[src/thp_consts.vh]
/*
 Constants for the transceiver host port: register addresses, field positions,
 reset values and timing counts. Assumes a 100 MHz master clock.
*/
`ifndef THP_CONSTS_VH
`define THP_CONSTS_VH
// ----------------------------------------
// Register addresses (4-bit)
// ----------------------------------------
`define THP_ADDR_CFG_LOW   4'h0
`define THP_ADDR_CFG_HIGH  4'h1
`define THP_ADDR_QUEUE     4'h2
`define THP_ADDR_IRQ       4'h3
`define THP_ADDR_SIG_WORD  4'h6
`define THP_ADDR_SNR       4'h7
// ----------------------------------------
// Field positions
// ----------------------------------------
`define THP_CL_BANK        1
`define THP_CH_MSEL        0
`define THP_CH_DATA        5
`define THP_CH_HALF        6
`define THP_CH_DIR_N       7
`define THP_IRQ_SIGW       0
`define THP_IRQ_SNR        1
`define THP_IRQ_TXQ        2
`define THP_IRQ_RXQ        3
// ----------------------------------------
// Reset values
// ----------------------------------------
`define THP_CFG_RESET      8'h80
`define THP_SIGW_DEFAULT   8'hff
// ----------------------------------------
// Timing and queue sizes
// ----------------------------------------
`define THP_BIT_DIV        192
`define THP_BIT_DIV_M1     8'hbf
`define THP_SNR_BITS_M1    7'h7f
`define THP_BURST_BITS_M1  9'h11f
`define THP_Q_DEPTH        8
`define THP_Q_LOW_MARK     4'h2
`define THP_Q_HIGH_MARK    4'h6
`endif

[src/thp_fifo.v]
/*
 Synchronous FIFO with valid/ready on both sides.
 Assumes one clock and an asynchronous active-low reset.
*/
`timescale 1ns/1ps
module thp_fifo #(
	parameter WIDTH = 8,
	parameter DEPTH = 8,
	parameter AW    = 3
)(
	input  wire             mclk,
	input  wire             rst_b,
	input  wire             flush,
	input  wire [WIDTH-1:0] in_data,
	input  wire             in_valid,
	output wire             in_ready,
	output wire [WIDTH-1:0] out_data,
	output wire             out_valid,
	input  wire             out_ready,
	output reg  [AW:0]      level
);
	reg [WIDTH-1:0] mem [0:DEPTH-1];
	reg [AW-1:0]    wr_ptr;
	reg [AW-1:0]    rd_ptr;
	wire            push;
	wire            pop;

	assign in_ready  = (level != DEPTH[AW:0]);
	assign out_valid = (level != {(AW+1){1'b0}});
	assign out_data  = mem[rd_ptr];
	assign push      = in_valid & in_ready;
	assign pop       = out_valid & out_ready;

	// Storage write
	always @(posedge mclk)
	begin
		if (push)
			mem[wr_ptr] <= in_data;
	end

	// Pointers and fill level
	always @(posedge mclk or negedge rst_b)
	begin
		if (!rst_b)
		begin
			wr_ptr <= {AW{1'b0}};
			rd_ptr <= {AW{1'b0}};
			level  <= {(AW+1){1'b0}};
		end
		else if (flush)
		begin
			wr_ptr <= {AW{1'b0}};
			rd_ptr <= {AW{1'b0}};
			level  <= {(AW+1){1'b0}};
		end
		else
		begin
			if (push)
				wr_ptr <= wr_ptr + 1'b1;
			if (pop)
				rd_ptr <= rd_ptr + 1'b1;
			if (push && !pop)
				level <= level + 1'b1;
			else if (pop && !push)
				level <= level - 1'b1;
		end
	end
endmodule

[src/thp_host_port.v]
/*
 Host parallel port of a spread-spectrum transceiver, half-duplex data path,
 signaling word and signal-to-noise reporting, interrupt enable and pending.
 Assumes an asynchronous microprocessor bus (strobes synchronised here), a
 serial modem link on the same clock, and gain and burst inputs from logic.
*/
`timescale 1ns/1ps
`include "thp_consts.vh"
module thp_host_port (
	input  wire       mclk,
	input  wire       rst_b,
	input  wire       sys_reset_n,
	input  wire       chip_select_n,
	input  wire       write_strobe_n,
	input  wire       read_strobe_n,
	input  wire [3:0] addr,
	input  wire [7:0] data_in,
	output reg  [7:0] data_out,
	output reg        data_oe_n,
	output reg        irq_n,
	output reg        tx_bit,
	output reg        tx_active,
	input  wire       rx_bit,
	input  wire       link_lock,
	input  wire       burst_end,
	input  wire [7:0] rx_sig_word,
	input  wire [7:0] gain_level,
	output reg  [7:0] tx_sig_word
);
	// ----------------------------------------
	// Input synchronisers
	// ----------------------------------------
	reg [3:0] sync1;
	reg [3:0] sync2;
	reg [7:0] cfg_low;
	reg [7:0] cfg_high;
	reg [3:0] irq_enable;
	reg [3:0] irq_pend;
	reg [7:0] snr_value;
	reg       wr_d;
	reg       rd_d;
	reg       dir_prev;
	reg       sigw_loaded;
	reg       lock_d;
	reg [7:0] rx_sig_hold;
	reg [7:0] bit_div;
	reg [6:0] snr_cnt;
	reg [8:0] burst_cnt;
	reg [2:0] tx_bitpos;
	reg [7:0] tx_shift;
	reg       tx_has;
	reg [2:0] rx_bitpos;
	reg [7:0] rx_shift;
	reg       rx_push;
	reg [7:0] rx_byte;
	reg       rx_s1;
	reg       rx_s2;

	// Strobes and reset pin pass two flip-flops
	always @(posedge mclk or negedge rst_b)
	begin
		if (!rst_b)
		begin
			sync1 <= 4'hf;
			sync2 <= 4'hf;
			rx_s1 <= 1'b0;
			rx_s2 <= 1'b0;
		end
		else
		begin
			sync1 <= {sys_reset_n, chip_select_n, read_strobe_n, write_strobe_n};
			sync2 <= sync1;
			rx_s1 <= rx_bit;
			rx_s2 <= rx_s1;
		end
	end

	wire wr_n_s   = sync2[0];
	wire rd_n_s   = sync2[1];
	wire cs_n_s   = sync2[2];
	wire sreset_n = sync2[3];

	// ----------------------------------------
	// Decode
	// ----------------------------------------
	// Write taken when the strobe returns high, data then stable
	wire wr_done  = ~wr_d & wr_n_s & ~cs_n_s;
	// Read data taken at strobe fall; pop happens at strobe release
	wire rd_start = rd_d & ~rd_n_s & ~cs_n_s;
	wire rd_done  = ~rd_d & rd_n_s & ~cs_n_s;
	wire low_bank = ~cfg_low[`THP_CL_BANK];
	wire hit_q    = low_bank && (addr == `THP_ADDR_QUEUE);
	wire hit_irq  = low_bank && (addr == `THP_ADDR_IRQ);
	wire data_md  = cfg_high[`THP_CH_DATA];
	wire half_dx  = data_md & cfg_high[`THP_CH_HALF];
	wire dir_en   = ~cfg_high[`THP_CH_DIR_N];
	// Self-reset on direction change in half-duplex or external system reset
	wire dir_flip = half_dx & (dir_en != dir_prev);
	wire path_rst = dir_flip | ~sreset_n;
	wire bit_tick = (bit_div == `THP_BIT_DIV_M1);

	// ----------------------------------------
	// Queues
	// ----------------------------------------
	wire [7:0] txq_data;
	wire       txq_valid;
	wire       txq_in_ready;
	wire [3:0] txq_level;
	wire [7:0] rxq_data;
	wire       rxq_valid;
	wire       rxq_in_ready;
	wire [3:0] rxq_level;
	// Pop in the same tick that loads the shifter, so no byte is dropped unsent
	wire       txq_pop = bit_tick & dir_en & half_dx & (tx_bitpos == 3'h0) & txq_valid;

	thp_fifo #(.WIDTH(8), .DEPTH(`THP_Q_DEPTH), .AW(3)) u_txq (
		.mclk      (mclk),
		.rst_b     (rst_b),
		.flush     (path_rst),
		.in_data   (data_in),
		.in_valid  (wr_done & hit_q),
		.in_ready  (txq_in_ready),
		.out_data  (txq_data),
		.out_valid (txq_valid),
		.out_ready (txq_pop),
		.level     (txq_level)
	);

	thp_fifo #(.WIDTH(8), .DEPTH(`THP_Q_DEPTH), .AW(3)) u_rxq (
		.mclk      (mclk),
		.rst_b     (rst_b),
		.flush     (path_rst),
		.in_data   (rx_byte),
		.in_valid  (rx_push),
		.in_ready  (rxq_in_ready),
		.out_data  (rxq_data),
		.out_valid (rxq_valid),
		.out_ready (rd_done & hit_q),
		.level     (rxq_level)
	);

	// ----------------------------------------
	// Register writes
	// ----------------------------------------
	// Configuration and enables, undefined until loaded; given a safe value here
	always @(posedge mclk or negedge rst_b)
	begin
		if (!rst_b)
		begin
			cfg_low    <= 8'h00;
			cfg_high   <= `THP_CFG_RESET;
			irq_enable <= 4'h0;
			wr_d       <= 1'b1;
			rd_d       <= 1'b1;
		end
		else
		begin
			wr_d <= wr_n_s;
			rd_d <= rd_n_s;
			if (wr_done && addr == `THP_ADDR_CFG_LOW)
				cfg_low <= data_in;
			if (wr_done && low_bank && addr == `THP_ADDR_CFG_HIGH)
				cfg_high <= data_in;
			if (wr_done && hit_irq)
				irq_enable <= data_in[3:0];
		end
	end

	// Transmit signaling word; default at first lock if never loaded
	always @(posedge mclk or negedge rst_b)
	begin
		if (!rst_b)
		begin
			tx_sig_word <= `THP_SIGW_DEFAULT;
			sigw_loaded <= 1'b0;
			lock_d      <= 1'b0;
		end
		else
		begin
			lock_d <= link_lock;
			if (wr_done && low_bank && addr == `THP_ADDR_SIG_WORD)
			begin
				tx_sig_word <= data_in;
				sigw_loaded <= 1'b1;
			end
			else if (link_lock && !lock_d && !sigw_loaded)
				tx_sig_word <= `THP_SIGW_DEFAULT;
		end
	end

	// ----------------------------------------
	// Link timing and data path
	// ----------------------------------------
	// Bit divider, 128-bit and burst counters
	always @(posedge mclk or negedge rst_b)
	begin
		if (!rst_b)
		begin
			bit_div   <= 8'h00;
			snr_cnt   <= 7'h00;
			burst_cnt <= 9'h000;
			snr_value <= 8'h00;
			dir_prev  <= 1'b0;
		end
		else if (path_rst)
		begin
			bit_div   <= 8'h00;
			snr_cnt   <= 7'h00;
			burst_cnt <= 9'h000;
			dir_prev  <= dir_en;
		end
		else
		begin
			bit_div <= bit_tick ? 8'h00 : bit_div + 8'h01;
			if (bit_tick)
			begin
				snr_cnt <= snr_cnt + 7'h01;
				if (snr_cnt == `THP_SNR_BITS_M1)
					snr_value <= gain_level;
				if (burst_cnt == `THP_BURST_BITS_M1)
					burst_cnt <= 9'h000;
				else
					burst_cnt <= burst_cnt + 9'h001;
			end
		end
	end

	wire snr_event = bit_tick & (snr_cnt == `THP_SNR_BITS_M1);

	// Serial transmit: raw bytes, zeros when queue empty
	always @(posedge mclk or negedge rst_b)
	begin
		if (!rst_b)
		begin
			tx_bitpos <= 3'h0;
			tx_shift  <= 8'h00;
			tx_has    <= 1'b0;
			tx_bit    <= 1'b0;
			tx_active <= 1'b0;
		end
		else if (path_rst || !dir_en || !half_dx)
		begin
			tx_bitpos <= 3'h0;
			tx_has    <= 1'b0;
			tx_bit    <= 1'b0;
			tx_active <= 1'b0;
		end
		else if (bit_tick)
		begin
			tx_active <= 1'b1;
			tx_bitpos <= tx_bitpos + 3'h1;
			if (tx_bitpos == 3'h0)
			begin
				tx_shift <= txq_valid ? txq_data : 8'h00;
				tx_has   <= txq_valid;
				tx_bit   <= txq_valid ? txq_data[0] : 1'b0;
			end
			else
				tx_bit <= tx_has ? tx_shift[tx_bitpos] : 1'b0;
		end
	end

	// Serial receive: bytes assembled with no framing, zeros when idle
	always @(posedge mclk or negedge rst_b)
	begin
		if (!rst_b)
		begin
			rx_bitpos <= 3'h0;
			rx_shift  <= 8'h00;
			rx_push   <= 1'b0;
			rx_byte   <= 8'h00;
		end
		else if (path_rst || dir_en || !half_dx)
		begin
			rx_bitpos <= 3'h0;
			rx_push   <= 1'b0;
		end
		else
		begin
			rx_push <= 1'b0;
			if (bit_tick)
			begin
				rx_bitpos <= rx_bitpos + 3'h1;
				// Idle line samples as zero, so zero bytes still arrive
				rx_shift <= {link_lock & rx_s2, rx_shift[7:1]};
				if (rx_bitpos == 3'h7)
				begin
					rx_byte <= {link_lock & rx_s2, rx_shift[7:1]};
					rx_push <= 1'b1;
				end
			end
		end
	end

	// ----------------------------------------
	// Signaling word receive and pending bits
	// ----------------------------------------
	wire sigw_event = burst_end & ~half_dx & data_md | burst_end & ~data_md;
	wire irq_rd     = rd_done & hit_irq;
	wire [3:0] pend_set;

	assign pend_set[`THP_IRQ_SIGW] = sigw_event;
	assign pend_set[`THP_IRQ_SNR]  = snr_event;
	assign pend_set[`THP_IRQ_TXQ]  = (txq_level < `THP_Q_LOW_MARK);
	assign pend_set[`THP_IRQ_RXQ]  = (rxq_level > `THP_Q_HIGH_MARK) | ~rxq_in_ready;

	// Pending bits: set wins over clear-on-read
	always @(posedge mclk or negedge rst_b)
	begin
		if (!rst_b)
		begin
			rx_sig_hold <= 8'h00;
			irq_pend    <= 4'h0;
			irq_n       <= 1'b1;
		end
		else
		begin
			if (sigw_event)
				rx_sig_hold <= rx_sig_word;
			irq_pend <= (irq_rd ? 4'h0 : irq_pend) | pend_set;
			irq_n    <= ~|(((irq_rd ? 4'h0 : irq_pend) | pend_set) & irq_enable);
		end
	end

	// ----------------------------------------
	// Read data
	// ----------------------------------------
	reg [7:0] next_rdata;
	always @*
	begin
		next_rdata = 8'h00;
		case (addr)
		`THP_ADDR_CFG_LOW:  next_rdata = cfg_low;
		`THP_ADDR_CFG_HIGH: next_rdata = low_bank ? cfg_high : 8'h00;
		`THP_ADDR_QUEUE:    next_rdata = (low_bank & rxq_valid) ? rxq_data : 8'h00;
		`THP_ADDR_IRQ:      next_rdata = low_bank ? {4'h0, irq_pend} : 8'h00;
		`THP_ADDR_SIG_WORD: next_rdata = low_bank ? rx_sig_hold : 8'h00;
		`THP_ADDR_SNR:      next_rdata = low_bank ? snr_value : 8'h00;
		default:            next_rdata = 8'h00;
		endcase
	end

	// Data bus latched at strobe fall, driven while strobe low
	always @(posedge mclk or negedge rst_b)
	begin
		if (!rst_b)
		begin
			data_out  <= 8'h00;
			data_oe_n <= 1'b1;
		end
		else
		begin
			if (rd_start)
				data_out <= next_rdata;
			data_oe_n <= rd_n_s | cs_n_s;
		end
	end
endmodule

[config.mk]
export PLATFORM = sky130hd
export DESIGN_NAME = thp_host_port
export DESIGN_NICKNAME = d
export VERILOG_FILES = /design/src/thp_fifo.v /design/src/thp_host_port.v
export VERILOG_INCLUDE_DIRS = /design/src
export SDC_FILE = /design/constraint.sdc
export NUM_CORES = 1
export LEC_CHECK = 0
export BUFFER_PORTS_ARGS = -buffer_cell sky130_fd_sc_hd__clkbuf_2
export CELL_PAD_IN_SITES_DETAIL_PLACEMENT = 0
export CELL_PAD_IN_SITES_GLOBAL_PLACEMENT = 2
export CORE_ASPECT_RATIO = 1.5
export CORE_UTILIZATION = 48
export CTS_CLUSTER_SIZE = 30
export DETAILED_ROUTE_END_ITERATION = 6
export GPL_TIMING_DRIVEN = 0
export PLACE_DENSITY = 0.85
export SLEW_MARGIN = 25
export SYNTH_ARGS = -nofsm -noshare
export SYNTH_HDL_FRONTEND = slang
export SYNTH_SLANG_ARGS = --single-unit
[constraint.sdc]
create_clock -name mclk -period 9.2 [get_ports mclk]
set_input_delay 1.38 -clock mclk [delete_from_list [all_inputs] [get_ports mclk]]
set_output_delay 1.38 -clock mclk [all_outputs]
set_load 0.01 [all_outputs]
Yosys cells after proc, flatten, opt, wreduce, memory -nomap -nowiden
Memory sizes are Yosys's and may differ from the RTL's.
Index checks and enable logic that the tools add are counted.
{"block": "totals", "mem_count": 2, "inputBits": 37, "reg_bits": 142, "out_inout_bits": 20, "mem_bits_rw": 128, "elab_cells": 205}
{"block": "classes", "addsub": 12, "reduce_logical": 46, "muxes": 51, "magnitude_cmp": 3, "n_eq_ne": 11, "bitwise_logic": 44}
{"name": "u_rxq.mem", "words": 8, "width": 8, "read_ports": 1, "rd_ports_with_merged_regs": 0, "write_ports": 1, "line": "thp_fifo.v:22", "rtl": "reg [WIDTH-1:0] mem [0:DEPTH-1];"}
{"name": "u_txq.mem", "words": 8, "width": 8, "read_ports": 1, "rd_ports_with_merged_regs": 0, "write_ports": 1, "line": "thp_fifo.v:22"}
{"operator": "8-bit two-way mux", "n": 9}
{"operator": "8-bit one-hot mux with 6 select lines", "n": 1}
{"operator": "3-bit two-way mux", "n": 12}
{"operator": "4-bit two-way mux", "n": 8}
{"operator": "1-bit AND", "n": 25}
{"operator": "3-bit by 1-bit adder with 3-bit output, second input constant", "n": 6}
{"operator": "1-bit two-way mux", "n": 18}
{"operator": "2-bit nonzero test", "n": 9}
{"operator": "7-bit two-way mux", "n": 2}
{"operator": "1-bit logical AND", "n": 13}
{"operator": "1-bit NOT", "n": 13}
{"operator": "3-bit AND reduction", "n": 3}
{"operator": "4-bit by 1-bit adder with 4-bit output, second input constant", "n": 2}
{"operator": "8-bit by 1-bit adder with 8-bit output, second input constant", "n": 1}
{"operator": "4-bit by 2-bit equality test with 1-bit output, second input constant", "n": 2}
{"operator": "4-bit by 3-bit equality test with 1-bit output, second input constant", "n": 2}
{"operator": "8-bit equality test, second input constant", "n": 1}
{"operator": "1-bit zero test", "n": 8}
{"operator": "4-bit != test, second input constant", "n": 2}
{"operator": "4-bit nonzero test", "n": 2}
{"operator": "4-bit by 1-bit subtractor with 4-bit output, second input constant", "n": 2}
{"operator": "7-bit by 1-bit adder with 7-bit output, second input constant", "n": 1}
{"operator": "7-bit equality test, second input constant", "n": 1}
{"operator": "3-bit nonzero test", "n": 2}
{"operator": "other kinds (15)", "n": 22}

Depth between registers and ports, before layout
{"block": "depth", "word_depth": 10, "depth_mapped": 11, "ltp_nobuf": 11}

Hierarchy
A second synthesis with hierarchy kept.
{"block": "hier_totals", "hier_cells": 785, "hier_area_um2": 11563.6}
{"mod": "thp_fifo", "cells_each": 171, "seq_area_each_um2": 2172.1, "area_per_inst_um2": 3128.0, "instances": 2}
{"mod": "thp_host_port", "cells_each": 443, "seq_area_each_um2": 3054.2, "area_per_inst_um2": 5307.6, "instances": 1}

Worst setup path after synthesis
No wires, ideal clock.
{"block": "synth_path", "path_type": "input to register", "startpoint": "in addr[2]", "endpoint": "reg u_txq.level[3]", "path_slack_ns": 5.246, "cell_stages": 10, "path_buffers": 1, "t_required_ns": 9.121, "setup_ns": 0.079, "arrival_ns": 3.875, "path_cell_list": "buf_6 -> or4b_4 -> nor4_4 -> a21boi_2 -> inv_1 -> ha_1 -> a21o_1 -> a21oi_1 -> mux2i_1 -> mux2i_1"}
{"block": "synth_via", "elab_chain_cells": 7, "elab_cells_between_ends": 10, "cone_classes": "eq/ne (1); mux (2); bitwise (2); reduce/logical (5)"}
{"item": "start: declaration", "line": "thp_host_port.v:16", "rtl": "input wire [3:0] addr,"}
{"item": "4-bit by 2-bit equality test with 1-bit output *"}
{"item": "1-bit logical AND *", "line": "thp_host_port.v:92", "rtl": "wire hit_q = low_bank && (addr == `THP_ADDR_QUEUE);"}
{"item": "1-bit AND *", "line": "thp_host_port.v:121", "rtl": ".in_valid (wr_done & hit_q),"}
{"item": "1-bit AND *", "line": "thp_fifo.v:31", "rtl": "assign push = in_valid & in_ready;"}
{"item": "1-bit logical AND or 1-bit zero test (tied branches)", "line": "thp_fifo.v:62, thp_fifo.v:64"}
{"item": "4-bit two-way mux or 1-bit logical AND (tied branches)", "line": "thp_fifo.v:62, thp_fifo.v:64"}
{"item": "4-bit two-way mux or 3-bit nonzero test (tied branches)"}
{"item": "end signal: assignment", "line": "thp_fifo.v:54", "rtl": "level <= {(AW+1){1'b0}};"}
{"item": "end signal: assignment", "line": "thp_fifo.v:63", "rtl": "level <= level + 1'b1;"}
{"item": "end signal: assignment", "line": "thp_fifo.v:65", "rtl": "level <= level - 1'b1;"}
{"item": "end: declaration", "line": "thp_fifo.v:20", "rtl": "output reg [AW:0] level"}
Mark *: on every way between the ends. The rest lies on a longest branch, timed or not.
A chain may end at the register's enable or synchronous reset.

Worst setup path after layout
{"block": "layout_path", "startpoint": "in addr[3]", "endpoint": "reg u_txq.level[3]"}
Same word-level chain as after synthesis.

==> impl_metrics.yaml <==
sta:
  worstMarginPinSlew_ns: 0.951
  slew_headroom_pct: 36.6
  finalSetupTns_ns: 0
  whs_ns: 0.349
  min_period_over_period_pct: 41.5
  fin_skew_ns: 0.0248
  rsz0062_at_grt: "no"
  slew_violations: 0
  timing.fmax_mhz: 262
  layout_min_cycle_time_ns: 3.82
  hold_viol_final: 0
  setup_slack_ns: 5.38
  setup_viol_count_final: 0
drt:
  wl_per_cell_um: 21.0
  vias_per_cell: 5.64
  vias: 6389
  firstDrtPassIters: 4
  wl_um: 23800
  ant_nets: 0
  drt_iter0_drc: 304
  drc_errors: 0
run:
  drv_cap: 0
place:
  dp_slack_ns: 4.87
  dpl.hpwl_um: 17000
  routabilityCongestion: 0.783
  io_buffers: 53
worst_setup_path:
  critPathMaxStageDelay_ns: 0.58
  path_cells: "clkbuf_2, or4b_4, nor4_4, a21boi_2, inv_1, ha_1, a21o_1, a21oi_1, mux2i_1, mux2i_1"
  startpoint_type: "primary input"
  worstSetupPathType: "primary input to flop"
  crit_slowest_cell: "or4b_4"
  cp-end-kind: "flop"
  path_max_fanout: 9
  crit_path_frequent_cell: "mux2i_1"
  critical_path_required_ns: 9.65
  crit_buf_inv: 2
  critPathArrivalTime_ns: 4.27
  path_delay_family: "simple AND/OR/NAND/NOR gates"
cts:
  cts_num_sinks: 269
  cts_tree: "built"
  postCtsSetupRepairBufs: 0
  cts-hold-fix-buffers: 0
  clk_latency_ns: 0.54
  numCtsBuffers: 26
  cts_buffer_depth: 3
  cts-resized-gates: 0
  path_clk_slew_ns: 0.06
  cts.htree.levels: 1
  clock-root-buffer: "clkbuf_16"
floorplanning:
  num_io_pins: 57
  die-area_sq_mm: 0.0240
  dieWidth_um: 127
  core_sq_mm: 0.0230
  num_rows: 68
  dieHeight_um: 189
  initial_core_util_pct: 48.9
yosys:
  ys_seq_area_share_pct: 65.8
  async_flop_share_pct: 52.4
  ys_types: 65
  syn_inst: 748
  synth_area_per_cell_sq_um: 15.0
  ys_ff_latch: 269
  synthesis.area_sq_mm: 0.0112
  synth_edf_count: 128
  ys_warn_count: 0
  syn_nets: 801
  synth_ff_type: "edfxtp_1"
cells_and_area:
  diodes: 0
  top_regs: "u_rxq.mem x64, u_txq.mem x64"
  drive_above_1_share_pct: 28.5
  seqCellArea_sq_mm: 0.00740
  nNetsFinal: 887
  syn2layout_area_growth_pct: 14.8
  fillers: 1832
  multi_input_area_sq_mm: 0.00373
global_route:
  overflow: 0
  grt_pass1_wl_um: 37800
  antenna_found_initial: 0
  grt_pass1_vias: 6918
  grt.total_usage_pct: 20.7
  grt_max_degree: 83
outcome:
  outcome: "finished, final reports clean"
pwr:
  powerDensity_mw_per_mm2: 194
  finalPower_w: 0.00250
  peakVddDrop_v: 0.000134
  power.leakage_nw: 4.81
hold_path:
  hp-class: "flop to flop"
cells in the final DEF (no fill, tap or decap), types with 5 or more instances in the layout:
| cell type | n |
|---|---|
| mux2i_1 | 21 |
| a22oi_1 | 9 |
| nor3_1 | 11 |
| nor2_1 | 57 |
| ha_1 | 14 |
| clkbuf_16 | 27 |
| edfxtp_1 | 128 |
| xor2_1 | 13 |
| clkbuf_2 | 52 |
| nand3_1 | 17 |
| o21ai_0 | 12 |
| mux4_2 | 34 |
| nor3_2 | 5 |
| nor3b_2 | 6 |
| inv_1 | 11 |
| o211ai_1 | 9 |
| mux2_2 | 57 |
| and3_1 | 6 |
| o2bb2ai_1 | 7 |
| a21oi_1 | 19 |
| xnor2_1 | 13 |
| clkbuf_1 | 20 |
| dfstp_2 | 21 |
| dfrtp_1 | 120 |
| nand2_1 | 59 |
worst reg2reg max path: cells and delay by family (launching register included):
family	cells	cell delay (ns)
compound gates	3	0.79
flops	1	0.41
buf+inv	1	0.12
mux	2	0.43
simple gates	2	1.13
fa+ha+maj	1	0.29
where the power goes:
| group | switching, W | internal (W) |
|---|---|---|
| clock network | 0.000458 | 0.000657 |
| logic | 0.0000536 | 0.0000351 |
| registers | 0.0000160 | 0.00129 |
| total | 0.000527 | 0.00198 |
layout make-up:
class	count	area share, %
Buffer	30	1.10
Clock buffer	28	5.34
Timing Repair Buffer	58	2.53
Multi-Input combinational cell	438	28.9
Tap cell	280	2.72
Clock inverter	19	1.72
Inverter	11	0.320
Sequential cell	269	57.3
final timing paths:
kind / from / end / slack [ns] / cells past startpoint
worst min register to register: rx_s1 / rx_s2 / 0.35 / 0
worst max-delay path: addr[3] / u_txq.level[3] / 5.38 / 10
worst max register to register: cfg_low[1] / u_txq.level[3] / 5.92 / 9
max in group asynchronous: rst_b / sync1[3] / 7.52 / 2
worst min-delay path: rx_s1 / rx_s2 / 0.35 / 0
min in group asynchronous: rst_b / data_out[1] / 0.89 / 1
layer usage:
layer	up-vias	global-route usage [%]	part of all wire, %
li1	2974	-	-
met1	3272	23.6	38
met2	103	40.2	56
met3	40	2.40	2.9
met4	0	6.18	2.6
met5	-	0	0
cell families (layout without fill, tap and decap cells):
logic type	after synthesis	after routing	share of synthesized area (%)
AO/OA/AOI/OAI	81	81	5.00
buffers and inverters	41	146	1.63
multiplexers	112	112	14.4
adder cells (fa/ha/maj)	16	16	1.91
flip-flops	269	269	65.8
AND/OR/NAND/NOR	203	203	9.21
XOR/XNOR	26	26	2.03
through the flow:
stage | cells | util (%) | cell area [sq um]
5_1_grt | 1133 | 56.2 | 12900
3_5_place_dp | 1086 | 52.2 | 12000
4_1_cts | 1133 | 56.2 | 12900
6_report | 1133 | 56.2 | 12900
3_3_place_gp | 1081 | 51.6 | 11900
2_1_floorplan | 748 | - | 11200
cells in the mapped netlist, drive strengths merged, types with 16 or more instances:
cell type | instances | share of area (%)
dfrtp | 120 | 27
edfxtp | 128 | 34
nand2 | 59 | 2.0
mux4 | 34 | 6.8
nor2 | 57 | 1.9
nor3 | 16 | 0.71
clkbuf | 20 | 0.67
a21oi | 19 | 0.85
nand3 | 17 | 0.76
mux2i | 21 | 1.9
dfstp | 21 | 4.9
mux2 | 57 | 5.7
(Power assumes the default switching activity.)
